### config.mk
export PLATFORM = sky130hd
export DESIGN_NAME = adcc_ctrl
export DESIGN_NICKNAME = d
export VERILOG_FILES = /design/src/rtl/adcc_sync.v /design/src/rtl/adcc_tick.v /design/src/rtl/adcc_ctrl.v
export VERILOG_INCLUDE_DIRS = /design/src /design/src/rtl
export SDC_FILE = /design/constraint.sdc
export NUM_CORES = 1
export LEC_CHECK = 0
export BUFFER_PORTS_ARGS = -buffer_cell sky130_fd_sc_hd__buf_4
export CORE_UTILIZATION = 37
export DETAILED_ROUTE_END_ITERATION = 6
export MAX_ROUTING_LAYER = met4
export PLACE_DENSITY = 0.58
export SYNTH_ARGS = -nofsm -noshare
export SYNTH_HDL_FRONTEND = slang
export SYNTH_SLANG_ARGS = --single-unit
### constraint.sdc
create_clock -name pclk -period 2.95 [get_ports pclk]
set_input_delay 0.295 -clock pclk [delete_from_list [all_inputs] [get_ports pclk]]
set_output_delay 0.295 -clock pclk [all_outputs]
set_load 0.01 [all_outputs]
### src/rtl/adcc_consts.vh
// adcc_consts.vh: offsets, field positions, reset values and codes
// assumes: included by the converter control design files only
`ifndef ADCC_CONSTS_VH
`define ADCC_CONSTS_VH

// register byte offsets
`define ADCC_OFS_CTRL 8'h00
`define ADCC_OFS_CHAN 8'h04
`define ADCC_OFS_CLKDIV 8'h08
`define ADCC_OFS_GROUP 8'h0C
`define ADCC_OFS_INTF 8'h10
`define ADCC_OFS_INTE 8'h14
`define ADCC_OFS_RESULT 8'h18

// control register fields
`define ADCC_CTRL_ON 0
`define ADCC_CTRL_GO 1
`define ADCC_CTRL_REPEAT 2
`define ADCC_CTRL_INCFG 3
`define ADCC_CTRL_CS 4
`define ADCC_CTRL_NEGREF 5
`define ADCC_CTRL_POSREF_LO 6
`define ADCC_CTRL_POSREF_HI 7
`define ADCC_CTRL_BUSY 8

// channel register fields
`define ADCC_CHAN_POS_LO 0
`define ADCC_CHAN_POS_HI 5
`define ADCC_CHAN_NEG_LO 8
`define ADCC_CHAN_NEG_HI 13

// interrupt flag / enable fields
`define ADCC_INTF_DONE 0
`define ADCC_INTE_DONE 0
`define ADCC_INTE_PERIPH 1
`define ADCC_INTE_GLOBAL 2

// channel codes
`define ADCC_CH_GROUP 6'h3E
`define ADCC_CH_GROUND 6'h3C

// reset values
`define ADCC_RST_CH 6'h00
`define ADCC_RST_DIV 6'h00
`define ADCC_RST_POS_REFERENCE_SEL 2'h0
`define ADCC_RST_CODE 12'h000

// conversion timing
`define ADCC_NBITS 12
`define ADCC_TOP_BIT 4'hB
`define ADCC_SE_START 12'h800

`endif

### src/rtl/adcc_sync.v
// adcc_sync.v: two-flop synchroniser for levels from outside pclk
// assumes: inputs are slow levels, each bit crossed on its own
`timescale 1ns/100ps
module adcc_sync #(
  parameter W = 1
) (
  input wire pclk,
  input wire presetn,
  input wire [W-1:0] d,
  output reg [W-1:0] q
);
  reg [W-1:0] meta_q;

  always @(posedge pclk or negedge presetn) begin
    if (!presetn) begin
      meta_q <= {W{1'b0}};
      q <= {W{1'b0}};
    end else begin
      meta_q <= d;
      q <= meta_q;
    end
  end
endmodule // adcc_sync

### src/rtl/adcc_tick.v
// adcc_tick.v: converter bit-clock tick, divided pclk or rc rising edge
// assumes: rc_lvl already synchronised to pclk; div held during a run
`timescale 1ns/100ps
`include "adcc_consts.vh"
module adcc_tick (
  input wire pclk,
  input wire presetn,
  input wire run,
  input wire use_rc,
  input wire rc_lvl,
  input wire [5:0] div,
  output reg tick
);
  reg [6:0] cnt_q;
  reg rc_prev_q;
  wire [6:0] lim;
  wire rc_rise;

  // period of 2(n+1) pclk cycles
  assign lim = {div, 1'b1};
  assign rc_rise = rc_lvl & ~rc_prev_q;

  always @(posedge pclk or negedge presetn) begin
    if (!presetn) begin
      cnt_q <= 7'h00;
      rc_prev_q <= 1'b0;
      tick <= 1'b0;
    end else begin
      rc_prev_q <= rc_lvl;
      if (!run) begin
        cnt_q <= 7'h00;
        tick <= 1'b0;
      end else if (use_rc) begin
        cnt_q <= 7'h00;
        tick <= rc_rise;
      end else if (cnt_q == lim) begin
        cnt_q <= 7'h00;
        tick <= 1'b1;
      end else begin
        cnt_q <= cnt_q + 7'h01;
        tick <= 1'b0;
      end
    end
  end
endmodule // adcc_tick

### src/rtl/adcc_ctrl.v
// adcc_ctrl.v: converter control: apb registers, input muxing, sar, irq
// assumes: apb master on pclk; comparator and rc clock arrive as pins
// Operation
// - input config 1 converts positive minus negative, signed result
// - input config 0 converts positive against ground, ignores negative
// - selected pin is sampled whatever its analog-select bit says
// - per-port group enable bits connect port inputs into the group
// - enabled group inputs wire-OR onto one selectable positive channel
// - multi-bit positive reference field, single-bit negative reference
// - clock-source bit 1 picks rc clock, 0 picks divided pclk
// - divider n gives pclk divided by 2(n+1)
// - one result bit resolved per converter clock period
// - control logic follows selected clock; rc adds write delay; here registers and sequencer run on pclk, with no added write delay
// - done flag set after every conversion regardless of enable
// - hardware never clears done flag; software clears it
// - interrupt request only when done flag and enable both set; here the peripheral enable must be set as well
// - conversions run in sleep only on the rc clock
// - sleep, enables set, global off: wake without service routine
// - sleep, all enables set: wake, then vector to service routine
// - module must be on before a conversion can start
// - start bit cleared at completion unless repeat mode is set
//
// Implementation choices: the register addresses and register access over APB.
`timescale 1ns/100ps
`include "adcc_consts.vh"
module adcc_ctrl #(
  parameter NPORTS = 3,
  parameter PORTW = 8
) (
  input wire pclk,
  input wire presetn,
  input wire psel,
  input wire penable,
  input wire pwrite,
  input wire [7:0] paddr,
  input wire [31:0] pwdata,
  output reg [31:0] prdata,
  output reg pready,
  output reg pslverr,
  input wire rc_clk_in,
  input wire comp_in,
  input wire sleep_in,
  output reg [5:0] pos_channel_sel_o,
  output reg [5:0] neg_channel_sel_o,
  output reg [NPORTS*PORTW-1:0] group_connect_o,
  output reg [1:0] pos_reference_sel_o,
  output reg neg_reference_sel_o,
  output reg diff_mode_o,
  output reg rc_osc_en_o,
  output reg sample_o,
  output reg [11:0] dac_code_o,
  output reg int_req_o,
  output reg wake_o,
  output reg isr_req_o
);
  localparam ST_IDLE = 2'h0;
  localparam ST_SAMP = 2'h1;
  localparam ST_CONV = 2'h2;

  reg on_q, go_q, rep_q, input_config_sel_q, cs_q, neg_reference_sel_q;
  reg [1:0] pos_reference_sel_q;
  reg [5:0] pos_channel_sel_q, neg_channel_sel_q, div_q;
  reg [NPORTS*PORTW-1:0] grp_q;
  reg flag_q, ie_q, pe_q, ge_q;
  reg [11:0] result_q;
  reg [1:0] state_q;
  reg [3:0] idx_q;
  reg done_q;
  reg go_d, flag_d;
  reg [11:0] code_n;
  reg [31:0] rd_d;
  reg hit_d;

  wire rc_s, comp_s, tick, access, wr, run, fin, clr_req, irq;
  wire [31:0] grp_word;

  adcc_sync #(.W(2)) u_sync (
    .pclk(pclk),
    .presetn(presetn),
    .d({rc_clk_in, comp_in}),
    .q({rc_s, comp_s})
  );

  // stop the divided clock in sleep, rc keeps running
  assign run = (state_q != ST_IDLE) & ~(sleep_in & ~cs_q);

  adcc_tick u_tick (
    .pclk(pclk),
    .presetn(presetn),
    .run(run),
    .use_rc(cs_q),
    .rc_lvl(rc_s),
    .div(div_q),
    .tick(tick)
  );

  // bus side: one wait state, write lands when pready is seen
  assign access = psel & penable;
  assign wr = access & pwrite & pready;
  assign fin = (state_q == ST_CONV) & tick & (idx_q == 4'h0);
  assign clr_req = wr & (paddr == `ADCC_OFS_INTF) &
    pwdata[`ADCC_INTF_DONE];
  assign irq = flag_q & ie_q & pe_q;
  assign grp_word = {{(32-NPORTS*PORTW){1'b0}}, grp_q};

  always @* begin
    rd_d = 32'h0000_0000;
    hit_d = 1'b1;
    case (paddr)
      `ADCC_OFS_CTRL: begin
        rd_d[`ADCC_CTRL_ON] = on_q;
        rd_d[`ADCC_CTRL_GO] = go_q;
        rd_d[`ADCC_CTRL_REPEAT] = rep_q;
        rd_d[`ADCC_CTRL_INCFG] = input_config_sel_q;
        rd_d[`ADCC_CTRL_CS] = cs_q;
        rd_d[`ADCC_CTRL_NEGREF] = neg_reference_sel_q;
        rd_d[`ADCC_CTRL_POSREF_HI:`ADCC_CTRL_POSREF_LO] =
          pos_reference_sel_q;
        rd_d[`ADCC_CTRL_BUSY] = (state_q != ST_IDLE);
      end
      `ADCC_OFS_CHAN: begin
        rd_d[`ADCC_CHAN_POS_HI:`ADCC_CHAN_POS_LO] = pos_channel_sel_q;
        rd_d[`ADCC_CHAN_NEG_HI:`ADCC_CHAN_NEG_LO] = neg_channel_sel_q;
      end
      `ADCC_OFS_CLKDIV: rd_d[5:0] = div_q;
      `ADCC_OFS_GROUP: rd_d = grp_word;
      `ADCC_OFS_INTF: rd_d[`ADCC_INTF_DONE] = flag_q;
      `ADCC_OFS_INTE: begin
        rd_d[`ADCC_INTE_DONE] = ie_q;
        rd_d[`ADCC_INTE_PERIPH] = pe_q;
        rd_d[`ADCC_INTE_GLOBAL] = ge_q;
      end
      `ADCC_OFS_RESULT: rd_d[11:0] = result_q;
      default: hit_d = 1'b0;
    endcase
  end

  always @(posedge pclk or negedge presetn) begin
    if (!presetn) begin
      pready <= 1'b0;
      pslverr <= 1'b0;
      prdata <= 32'h0000_0000;
    end else begin
      pready <= access & ~pready;
      pslverr <= access & ~pready & ~hit_d;
      if (access & ~pready & ~pwrite) begin
        prdata <= rd_d;
      end
    end
  end

  // next trial code: keep/drop the bit under test, try the next one
  always @* begin
    code_n = dac_code_o;
    if (input_config_sel_q && idx_q == `ADCC_TOP_BIT) begin
      code_n[11] = ~comp_s;
      code_n[10] = 1'b1;
    end else begin
      code_n[idx_q] = comp_s;
      if (idx_q != 4'h0) begin
        code_n[idx_q - 4'h1] = 1'b1;
      end
    end
  end

  always @* begin
    go_d = go_q;
    if (wr && paddr == `ADCC_OFS_CTRL) begin
      go_d = pwdata[`ADCC_CTRL_GO] & pwdata[`ADCC_CTRL_ON];
    end else if (!on_q) begin
      go_d = 1'b0;
    end else if (fin && !rep_q) begin
      go_d = 1'b0;
    end
  end

  always @* begin
    flag_d = done_q | (flag_q & ~clr_req);
  end

  always @(posedge pclk or negedge presetn) begin
    if (!presetn) begin
      on_q <= 1'b0;
      go_q <= 1'b0;
      rep_q <= 1'b0;
      input_config_sel_q <= 1'b0;
      cs_q <= 1'b0;
      neg_reference_sel_q <= 1'b0;
      pos_reference_sel_q <= `ADCC_RST_POS_REFERENCE_SEL;
      pos_channel_sel_q <= `ADCC_RST_CH;
      neg_channel_sel_q <= `ADCC_RST_CH;
      div_q <= `ADCC_RST_DIV;
      grp_q <= {(NPORTS*PORTW){1'b0}};
      flag_q <= 1'b0;
      ie_q <= 1'b0;
      pe_q <= 1'b0;
      ge_q <= 1'b0;
    end else begin
      go_q <= go_d;
      flag_q <= flag_d;
      if (wr) begin
        case (paddr)
          `ADCC_OFS_CTRL: begin
            on_q <= pwdata[`ADCC_CTRL_ON];
            rep_q <= pwdata[`ADCC_CTRL_REPEAT];
            input_config_sel_q <= pwdata[`ADCC_CTRL_INCFG];
            cs_q <= pwdata[`ADCC_CTRL_CS];
            neg_reference_sel_q <= pwdata[`ADCC_CTRL_NEGREF];
            pos_reference_sel_q <=
              pwdata[`ADCC_CTRL_POSREF_HI:`ADCC_CTRL_POSREF_LO];
          end
          `ADCC_OFS_CHAN: begin
            pos_channel_sel_q <=
              pwdata[`ADCC_CHAN_POS_HI:`ADCC_CHAN_POS_LO];
            neg_channel_sel_q <=
              pwdata[`ADCC_CHAN_NEG_HI:`ADCC_CHAN_NEG_LO];
          end
          `ADCC_OFS_CLKDIV: div_q <= pwdata[5:0];
          `ADCC_OFS_GROUP: grp_q <= pwdata[NPORTS*PORTW-1:0];
          `ADCC_OFS_INTE: begin
            ie_q <= pwdata[`ADCC_INTE_DONE];
            pe_q <= pwdata[`ADCC_INTE_PERIPH];
            ge_q <= pwdata[`ADCC_INTE_GLOBAL];
          end
          default: begin
          end
        endcase
      end
    end
  end

  // sar sequencer: sample on one tick, then twelve bit ticks
  always @(posedge pclk or negedge presetn) begin
    if (!presetn) begin
      state_q <= ST_IDLE;
      idx_q <= 4'h0;
      done_q <= 1'b0;
      sample_o <= 1'b0;
      dac_code_o <= `ADCC_RST_CODE;
      result_q <= `ADCC_RST_CODE;
    end else begin
      done_q <= fin;
      case (state_q)
        ST_IDLE: begin
          if (on_q && go_q) begin
            state_q <= ST_SAMP;
            sample_o <= 1'b1;
          end
        end
        ST_SAMP: begin
          if (!go_q || !on_q) begin
            state_q <= ST_IDLE;
            sample_o <= 1'b0;
          end else if (tick) begin
            state_q <= ST_CONV;
            sample_o <= 1'b0;
            idx_q <= `ADCC_TOP_BIT;
            dac_code_o <= input_config_sel_q ? `ADCC_RST_CODE :
              `ADCC_SE_START;
          end
        end
        ST_CONV: begin
          if (!go_q || !on_q) begin
            state_q <= ST_IDLE;
          end else if (tick) begin
            dac_code_o <= code_n;
            idx_q <= idx_q - 4'h1;
            if (idx_q == 4'h0) begin
              state_q <= ST_IDLE;
              result_q <= code_n;
            end
          end
        end
        default: state_q <= ST_IDLE;
      endcase
    end
  end

  // analog muxing and interrupt outputs
  always @(posedge pclk or negedge presetn) begin
    if (!presetn) begin
      pos_channel_sel_o <= `ADCC_RST_CH;
      neg_channel_sel_o <= `ADCC_CH_GROUND;
      group_connect_o <= {(NPORTS*PORTW){1'b0}};
      pos_reference_sel_o <= `ADCC_RST_POS_REFERENCE_SEL;
      neg_reference_sel_o <= 1'b0;
      diff_mode_o <= 1'b0;
      rc_osc_en_o <= 1'b0;
      int_req_o <= 1'b0;
      wake_o <= 1'b0;
      isr_req_o <= 1'b0;
    end else begin
      // pin analog-select is not consulted
      pos_channel_sel_o <= pos_channel_sel_q;
      neg_channel_sel_o <= input_config_sel_q ? neg_channel_sel_q :
        `ADCC_CH_GROUND;
      group_connect_o <= grp_q &
        {(NPORTS*PORTW){pos_channel_sel_q == `ADCC_CH_GROUP}};
      pos_reference_sel_o <= pos_reference_sel_q;
      neg_reference_sel_o <= neg_reference_sel_q;
      diff_mode_o <= input_config_sel_q;
      rc_osc_en_o <= on_q & cs_q;
      int_req_o <= irq;
      wake_o <= irq & sleep_in;
      isr_req_o <= irq & ge_q;
    end
  end
endmodule // adcc_ctrl

After elaboration in Yosys (flattened, before gate mapping)
Index checks and enable logic that the tools add are counted.

Add/sub/neg operators: 2. $mul: 0. Divide/modulo/power cells: 0. Magnitude comparators: 4. Eq/ne operators: 20. Shifts and indexed selects: 0. Muxes and demuxes: 49. Bitwise gates (word level): 32. Reduce and logical (&&, ||, !) cells: 27.

Operators with widths (number): $mux 12 (6); $and 24x24->24 (1); $eq 8x5->1 const B (3); $pmux 12 s2 (1); $mux 7 (3); $and 1x1->1 (20); $mux 10 (2); $eq 8x4->1 const B (2); $mux 4 (4); $pmux 3 s5 (1); $mux 2 (7); $bwmux 12 (1); $mux 1 (12); $or 12x12->12 (1); $pmux 2 s3 (2); $pmux 2 s6 (1); $lt 4x5->1 const B (2); $reduce_and 2->1 (5); $ne 3x1->1 const B (3); $not 1->1 (9); $pmux 3 s3 (1); $demux 1 s4 (2); $eq 8x3->1 const B (1); $ge 4x1->1 const B (2); other kinds (29) (42).

Register bits after elaboration: 177. Bits in latches: 0. Memory bits (writable): 0. Bits in read-only memories: 0. Input port bits: 48. Logic and storage cells: 173. Memories kept: 0.

Longest topological paths before layout
Gate-level depths: netlist (run 1).

Depth in word-level cells: 11. Depth in mapped cells: 8. Mapped depth without buffers: 7.

Cells and area by module
A second synthesis (run 1) with hierarchy kept.

Cells, all modules: 669. Area total of the unflattened synthesis: 7694.9 um2.

By module, submodules not included: adcc_ctrl (instances 1, cells an instance 618, area each 7096.8 um2, sequential area each 3908.7 um2); adcc_tick (instances 1, cells an instance 47, area each 498.0 um2, sequential area each 225.2 um2); adcc_sync (instances 1, cells an instance 4, area each 100.1 um2, sequential area each 100.1 um2).

Worst setup path after synthesis (run 1)
No wires, ideal clock.

Kind: register -> register. From: register idx_q[0]. To: register result_q[11]. Arrival time: 2114 ps. Setup slack: 711 ps. Cell stages (with the launch flop): 7. Path buffers: 0. Cells stage by stage: dfrtp_1 inv_1 ha_1 nor3b_1 nand3_1 nor2_2 mux2_2.

Longest elaborated chain between the ends: 8. Elaborated cells on any way between the ends: 20. Classes of those cells: add/sub: 1; order compare: 4; eq/ne: 1; mux: 7; bitwise: 1; reduce/logical: 6.

Ends and longest elaborated chain: start: declaration (line adcc_ctrl.v:67) `reg [3:0] idx_q;`; start signal: assignment (line adcc_ctrl.v:257) `` idx_q <= `ADCC_TOP_BIT; ``; start signal: assignment (line adcc_ctrl.v:267) `idx_q <= idx_q - 4'h1;`; $sub 4x1->4 (tied with other cells) (line adcc_ctrl.v:161) `code_n[idx_q - 4'h1] = 1'b1;`; $lt 4x5->1 (implied by the code) (tied with other cells) (line adcc_ctrl.v:161); $logic_and 1x1->1 (implied by the code) / $mux 1 (equally long branches) (line adcc_ctrl.v:161, adcc_ctrl.v:159); $mux 1 (implied by the code) / $demux 1 s4 (equally long branches) (line adcc_ctrl.v:161, adcc_ctrl.v:159); $demux 1 s4 / $bwmux 12 (equally long branches) (line adcc_ctrl.v:161, adcc_ctrl.v:159); $or 12x12->12 (no source line); $mux 12 (line adcc_ctrl.v:160) `if (idx_q != 4'h0) begin`; $mux 2 (line adcc_ctrl.v:155) `` if (input_config_sel_q && idx_q == `ADCC_TOP_BIT) begin ``; end signal: assignment (line adcc_ctrl.v:240) `` result_q <= `ADCC_RST_CODE; ``; end signal: assignment (line adcc_ctrl.v:270) `result_q <= code_n;`; end: declaration (line adcc_ctrl.v:65) `reg [11:0] result_q;`.

Several ways; a longest one is shown, not always the timed one. A chain may end at the register's enable or synchronous reset.

Worst setup path in the final report (run 1)
From: register idx_q[0]. To: register result_q[4].

Longest elaborated chain between the ends: 8. Elaborated cells on any way between the ends: 20. Classes of those cells: add/sub: 1; order compare: 4; eq/ne: 1; mux: 7; bitwise: 1; reduce/logical: 6.

Ends and longest elaborated chain (line): $sub 4x1->4 (tied with other cells) (adcc_ctrl.v:161); $lt 4x5->1 (implied by the code) (tied with other cells) (adcc_ctrl.v:161); $logic_and 1x1->1 (implied by the code) / $mux 1 (equally long branches) (adcc_ctrl.v:161, adcc_ctrl.v:159); $mux 1 (implied by the code) / $demux 1 s4 (equally long branches) (adcc_ctrl.v:161, adcc_ctrl.v:159); $demux 1 s4 / $bwmux 12 (equally long branches) (adcc_ctrl.v:161, adcc_ctrl.v:159); $or 12x12->12 (no source line); $mux 12 (adcc_ctrl.v:160); $mux 10 (adcc_ctrl.v:155).

Several ways; a longest one is shown, not always the timed one.

==> impl_metrics.toml, run 1 <==
[outcome]
status = "completed"

[finish]
drive_above_1_share_pct = 31.45
design_area_um2 = 9131
fin_nets = 808
utilization_pct = 47.07
area_growth_pct = 25.01
fillers = 1824
n_antenna_cell = 0

[placed_design]
place_area_um2 = 8504
gp_congestion = 0.7921
dpl.hpwl_um = 13240
port_buffers = 122
dp_slack_ns = 0.5578

[cts]
post_cts_resized = 0
cts_hold_buf = 3
cts_max_level = 4
cts_tree = "built"
clk_latency_ns = 0.43
cts_root_buf = "clkbuf_16"
cts_sinks = 169
cts_buffers = 17
cts.clk_slew.worst_paths_ns = 0.08
post-cts-setup-buffer-count = 0
cts.path.max_buffers = 2

[logic_synthesis]
synth_ff_type = "dfrtp_1"
async_flop_share_pct = 100.0
synth.top_cells.by_area = "dfrtp_1, mux2_2, a22o_1"
avgSynthCellArea_um2 = 11.74
yosysSeqAreaShare_pct = 57.97
synth-seq-cells = 169
synthDistinctLibCells = 56
synth-xor-area-share_pct = 1.439
postSynthCellCount = 622
yosysWarningCount = 0
muxShareOfSynthArea_pct = 11.39
synth_top_area_share_pct = 56.53
synth_top_family_by_area = "simple AND/OR/NAND/NOR gates"
syn_area_um2 = 7305
synth-edff-count = 0
synth-adder-area-share_pct = 1.713
synth-simple-area-share_pct = 13.41
synth_compound_area_share_pct = 10.72
synth_top_cell_by_area = "dfrtp_1"

[floorplan]
die_x_um = 142.5
core_um2 = 19400
rows = 51
io_pins = 139
initial_core_util_pct = 37.65
dieArea_um2 = 20310
die_h_um = 142.5

[critical_path]
cp_slowest_stage_delay_ns = 0.51
path_cells = "inv_1, ha_1, nor3b_1, buf_4, nor2_1, nand2_1, o21ai_0, mux2_2"
critPathSlowestCell = "dfrtp_1"
critPathCaptureType = "flip-flop"
crit_fanout = 9
cp.arrival_ns = 2.75
cp.required_ns = 3.31
start_kind = "flip-flop"
worstSetupPathType = "reg2reg"
cp_num_buf_inv = 2
cp_top_family = "flip-flops"

[timing]
period_share_pct = 81.25
rsz0062_at_grt = "false"
worst_slack_ns = 0.5532
maxSlewHeadroom_pct = 47.37
drv_slew = 0
timing.fmax_mhz = 417.2
final.setup.tns_ns = 0
finalSetupViolCount = 0
clock_skew_ns = 0.01509
tightest_slew_ns = 0.7895
fin_crit_ns = 2.397
final_hold_viol_count = 0

[route]
firstDrtPassIters = 6
vias = 5289
wire_per_inst_um = 17.75
drc = 0
ant_nets = 0
via_per_inst = 5.145
drtIter0Drc = 264
finalWirelength_um = 18240

[pwr]
powerDensity_nw_per_um2 = 607.3
ir_drop_v = 0.0004128
leakagePower_nw = 4.507

[global_route]
grt_pass1_vias = 5282
grt_util_all_layers_pct = 19.47
grt_max_degree = 90
grt_pass1_wl_um = 28900
grt_overflow = 0
antenna_found_initial = 0

[run]
max_cap_viol_count = 0

[hold_path]
hp-class = "in2reg"
routing by layer:
metal	vias up	part of all wire, %	GRT usage, %
li1	2442	-	-
met1	2635	45	25.95
met2	185	47	29.72
met3	27	6.0	3.499
met4	0	1.9	7.018
met5	-	0	-
area by class of cell:
class | count | area [um^2] | area share, %
Clock buffer | 17 | 425.4 | 4.659
Inverter | 15 | 56.30 | 0.6166
Sequential cell | 169 | 4234 | 46.37
Timing Repair Buffer | 137 | 1052 | 11.52
Tap cell | 265 | 331.6 | 3.631
Clock inverter | 15 | 171.4 | 1.877
Multi-Input combinational cell | 410 | 2860 | 31.32
cells by family after synthesis:
group,after synthesis
flops,169
buf+inv,50
mux,71
compound gates,120
fa+ha+maj,10
xor+xnor,12
simple gates,189
other cells,1
stage by stage:
stage,hold WS (ns),power [mW],instances
4_1_cts,0.04209,5.608,1028
3_3_place_gp,0.3345,3.370,993
3_5_place_dp,0.3347,3.386,993
2_1_floorplan,-0.0005911,3.021,629
5_1_grt,0.04244,5.825,1028
6_report,0.04672,5.546,1028
synth_stat cells (4+ instances only):
cell	n
xnor2_1	5
nor2b_1	8
mux4_2	4
buf_4	10
nor2_1	44
nand3_1	15
dfstp_2	4
a31oi_1	9
nor3_1	4
a22oi_1	6
mux2i_1	10
dfrtp_1	165
mux2_2	57
and3_1	6
clkbuf_1	20
xor2_1	7
a22o_1	23
inv_1	15
nand2b_1	8
and2_1	32
a21oi_1	27
ha_1	10
nand2_1	51
a221oi_1	4
o21ai_0	31
final timing paths:
path / end / startpoint / cells past startpoint / slack [ns]
setup / recovery: result_q[4]$_DFFE_PN0P_ / idx_q[0]$_DFFE_PN0P_ / 8 / 0.55
hold / removal: u_tick.cnt_q[0]$_DFF_PN0_ / sleep_in / 2 / 0.05
setup reg to reg: result_q[4]$_DFFE_PN0P_ / idx_q[0]$_DFFE_PN0P_ / 8 / 0.55
hold reg to reg: u_sync.q[1]$_DFF_PN0_ / u_sync.meta_q[1]$_DFF_PN0_ / 0 / 0.35
max in group asynchronous: u_tick.cnt_q[4]$_DFF_PN0_ / presetn / 3 / 1.62
min in group asynchronous: grp_q[9]$_DFFE_PN0P_ / presetn / 2 / 0.49
registers in the layout, summed over array words and instances, names as in the netlist, 7 cells and up:
register	count
group_connect_o	24
result_q	12
prdata	24
u_tick.cnt_q	7
dac_code_o	12
grp_q	24
placed cells by master, fill, tap and decap left out, drive strengths merged, types with 23 or more instances in the layout:
cell type	synthesis	final
o21ai	32	32
dfrtp	165	165
inv	15	24
nor2	45	45
a22o	23	23
a21oi	27	27
and2	32	32
nand2	51	51
mux2	57	57
buf	15	134
where the power goes:
group	switching, mW	leakage (nW)	internal [mW]
sequential	0.0896	2.32	2.37
clock	1.06	0.294	1.15
combinational	0.558	1.89	0.320
(Power assumes the default switching activity.)
==> run 2: changes to the inputs <==
==> constraint.sdc (replaced) <==
create_clock -name pclk -period 2.4 [get_ports pclk]
set_input_delay 0.24 -clock pclk [delete_from_list [all_inputs] [get_ports pclk]]
set_output_delay 0.24 -clock pclk [all_outputs]
set_load 0.01 [all_outputs]
==> impl_metrics.toml, run 2 (synthesis results as in run 1) <==
[cts]
cts_sinks = 169
cts_tree = "built"
post-cts-setup-buffer-count = 0
clk_latency_ns = 0.44
cts_root_buf = "clkbuf_16"
cts_max_level = 4
cts.path.max_buffers = 2
cts.clk_slew.worst_paths_ns = 0.08
cts_buffers = 17

[global_route]
grtUsageMet3_pct = 3.466
grt_util_all_layers_pct = 19.63
grt_overflow = 0
antenna_found_initial = 0
grt_pass1_vias = 5231
grtUsageMet2_pct = 30.24
grt.busiest_layer = "met2"
grt_pass1_wl_um = 29030
grtUsageMet1_pct = 26.27
grt_max_degree = 83

[critical_path]
cp_top_family = "simple AND/OR/NAND/NOR gates"
critPathCaptureType = "flip-flop"
cp.arrival_ns = 2.54
path_cells = "inv_1, ha_1, nor3b_1, nand3_1, nor2_2, buf_12, mux2_2"
crit_fanout = 19
critPathSlowestCell = "dfrtp_1"
worstSetupPathType = "reg2reg"
cp_slowest_stage_delay_ns = 0.45
cp_num_buf_inv = 2
start_kind = "flip-flop"
cp.required_ns = 2.72

[timing]
finalSetupViolCount = 0
rsz0062_at_grt = "false"
clock_skew_ns = 0.01584
maxSlewHeadroom_pct = 56.51
final_hold_viol_count = 0
tightest_slew_ns = 0.6473
fin_crit_ns = 2.224
timing.fmax_mhz = 449.5
final.setup.tns_ns = 0
drv_slew = 0
worst_slack_ns = 0.1755
period_share_pct = 92.69
holdWs_ns = 0.03111

[floorplan]
rows = 51
initial_core_util_pct = 37.65
die_x_um = 142.5
io_pins = 139
dieArea_um2 = 20310
core_um2 = 19400
die_h_um = 142.5

[placed_design]
gp_congestion = 0.8291
port_buffers = 122
dpl.hpwl_um = 13070
dp_slack_ns = 0.1720

[route]
finalWirelength_um = 18220
via_per_inst = 5.060
drc = 0
vias = 5257
ant_nets = 0
firstDrtPassIters = 5
drtIter0Drc = 301
wire_per_inst_um = 17.53

[run]
max_cap_viol_count = 0

[pwr]
leakagePower_nw = 4.564
p_sw_share_pct = 30.19
internal_power_mw = 4.856
comb_power_share_pct = 16.8
total_power_mw = 6.956
ir_drop_v = 0.0005230
powerDensity_nw_per_um2 = 750.6
power.switching_mw = 2.100
pwr-share-clk_pct = 40.0
pwr-share-seq_pct = 43.2

[finish]
layout_common_cells = "dfrtp_1, buf_4, mux2_2"
top_regs = "group_connect_o (24), grp_q (24), prdata (24)"
area_growth_pct = 26.88
n_antenna_cell = 0
fin_nets = 819
drive_above_1_share_pct = 32.56
final_common_cell = "dfrtp_1"

[hold_path]
hp-class = "in2reg"

[outcome]
status = "completed"
## run 2: cell types whose count changed in the layout (fill, tap and decap cells not counted), moves of 2 or more
cell        previous run  this run
inv_6                  2         4
inv_8                  7         5
buf_4                132       139
clkinv_4               3         0
clkinvlp_4             0         3
buf_12                 1         4
## run 2: path summary, 6_finish.rpt
path / slack [ns] / start / to / cells past startpoint
setup reg to reg: 0.18 / idx_q[1]$_DFFE_PN0P_ / result_q[6]$_DFFE_PN0P_ / 7
hold reg to reg: 0.35 / u_sync.meta_q[0]$_DFF_PN0_ / u_sync.q[0]$_DFF_PN0_ / 0
min in group asynchronous: 0.19 / presetn / group_connect_o[7]$_DFF_PN0_ / 2
hold / removal: 0.03 / pwdata[21] / grp_q[21]$_DFFE_PN0P_ / 2
setup / recovery: 0.18 / idx_q[1]$_DFFE_PN0P_ / result_q[6]$_DFFE_PN0P_ / 7
max in group asynchronous: 1.57 / presetn / neg_channel_sel_o[5]$_DFF_PN1_ / 3
## run 2: stage by stage
stage / std cells / util [%] / instance area (um^2)
2_1_floorplan: 629 / - / 7331
3_3_place_gp: 1003 / 44.42 / 8617
3_5_place_dp: 1003 / 44.42 / 8617
4_1_cts: 1039 / 47.73 / 9259
5_1_grt: 1039 / 47.77 / 9268
6_report: 1039 / 47.77 / 9268
## run 2: worst register-to-register path: cells and delay by family, from the launching register on
family,cells,cell delay [ns]
AND/OR/NAND/NOR,3,0.79
flip-flops,1,0.45
multiplexers,1,0.35
buffers and inverters,2,0.33
adder cells (fa/ha/maj),1,0.20
## run 2: final cells by class
| class | instances | area [um^2] |
|---|---|---|
| sequential | 169 | 4235 |
| tap | 265 | 331.6 |
| clock inverter | 15 | 176.4 |
| inverter | 15 | 56.30 |
| fill | 1844 | 10130 |
| multi-input combinational | 410 | 2868 |
| clock buffer | 17 | 425.4 |
| timing repair buffer | 148 | 1175 |
## run 2: what timing repair did
| item | in CTS | in global routing |
|---|---|---|
| hold buffers | 4 | 0 |
| endpoints found under the hold margin | 170 | 0 |
| gates resized for setup | 0 | 2 |
| setup endpoints to repair | 0 | 5 |
## run 2: layer usage
metal	part of all wire [%]	wire [um]	up-vias
met5	0	0	-
met4	1.4	254	0
met3	4.6	844	28
met2	47	8564	158
met1	47	8552	2616
li1	-	-	2455
## run 2: power by group through the flow
stage               Clock, mW  Sequential (mW)  Combinational (mW)
floorplan                   0             3.04               0.674
detailed placement          0             3.06                1.14
CTS                      2.83             3.00                1.15
finish                   2.78             3.01                1.17
global placement            0             3.05                1.14
global route             2.97             3.02                1.30
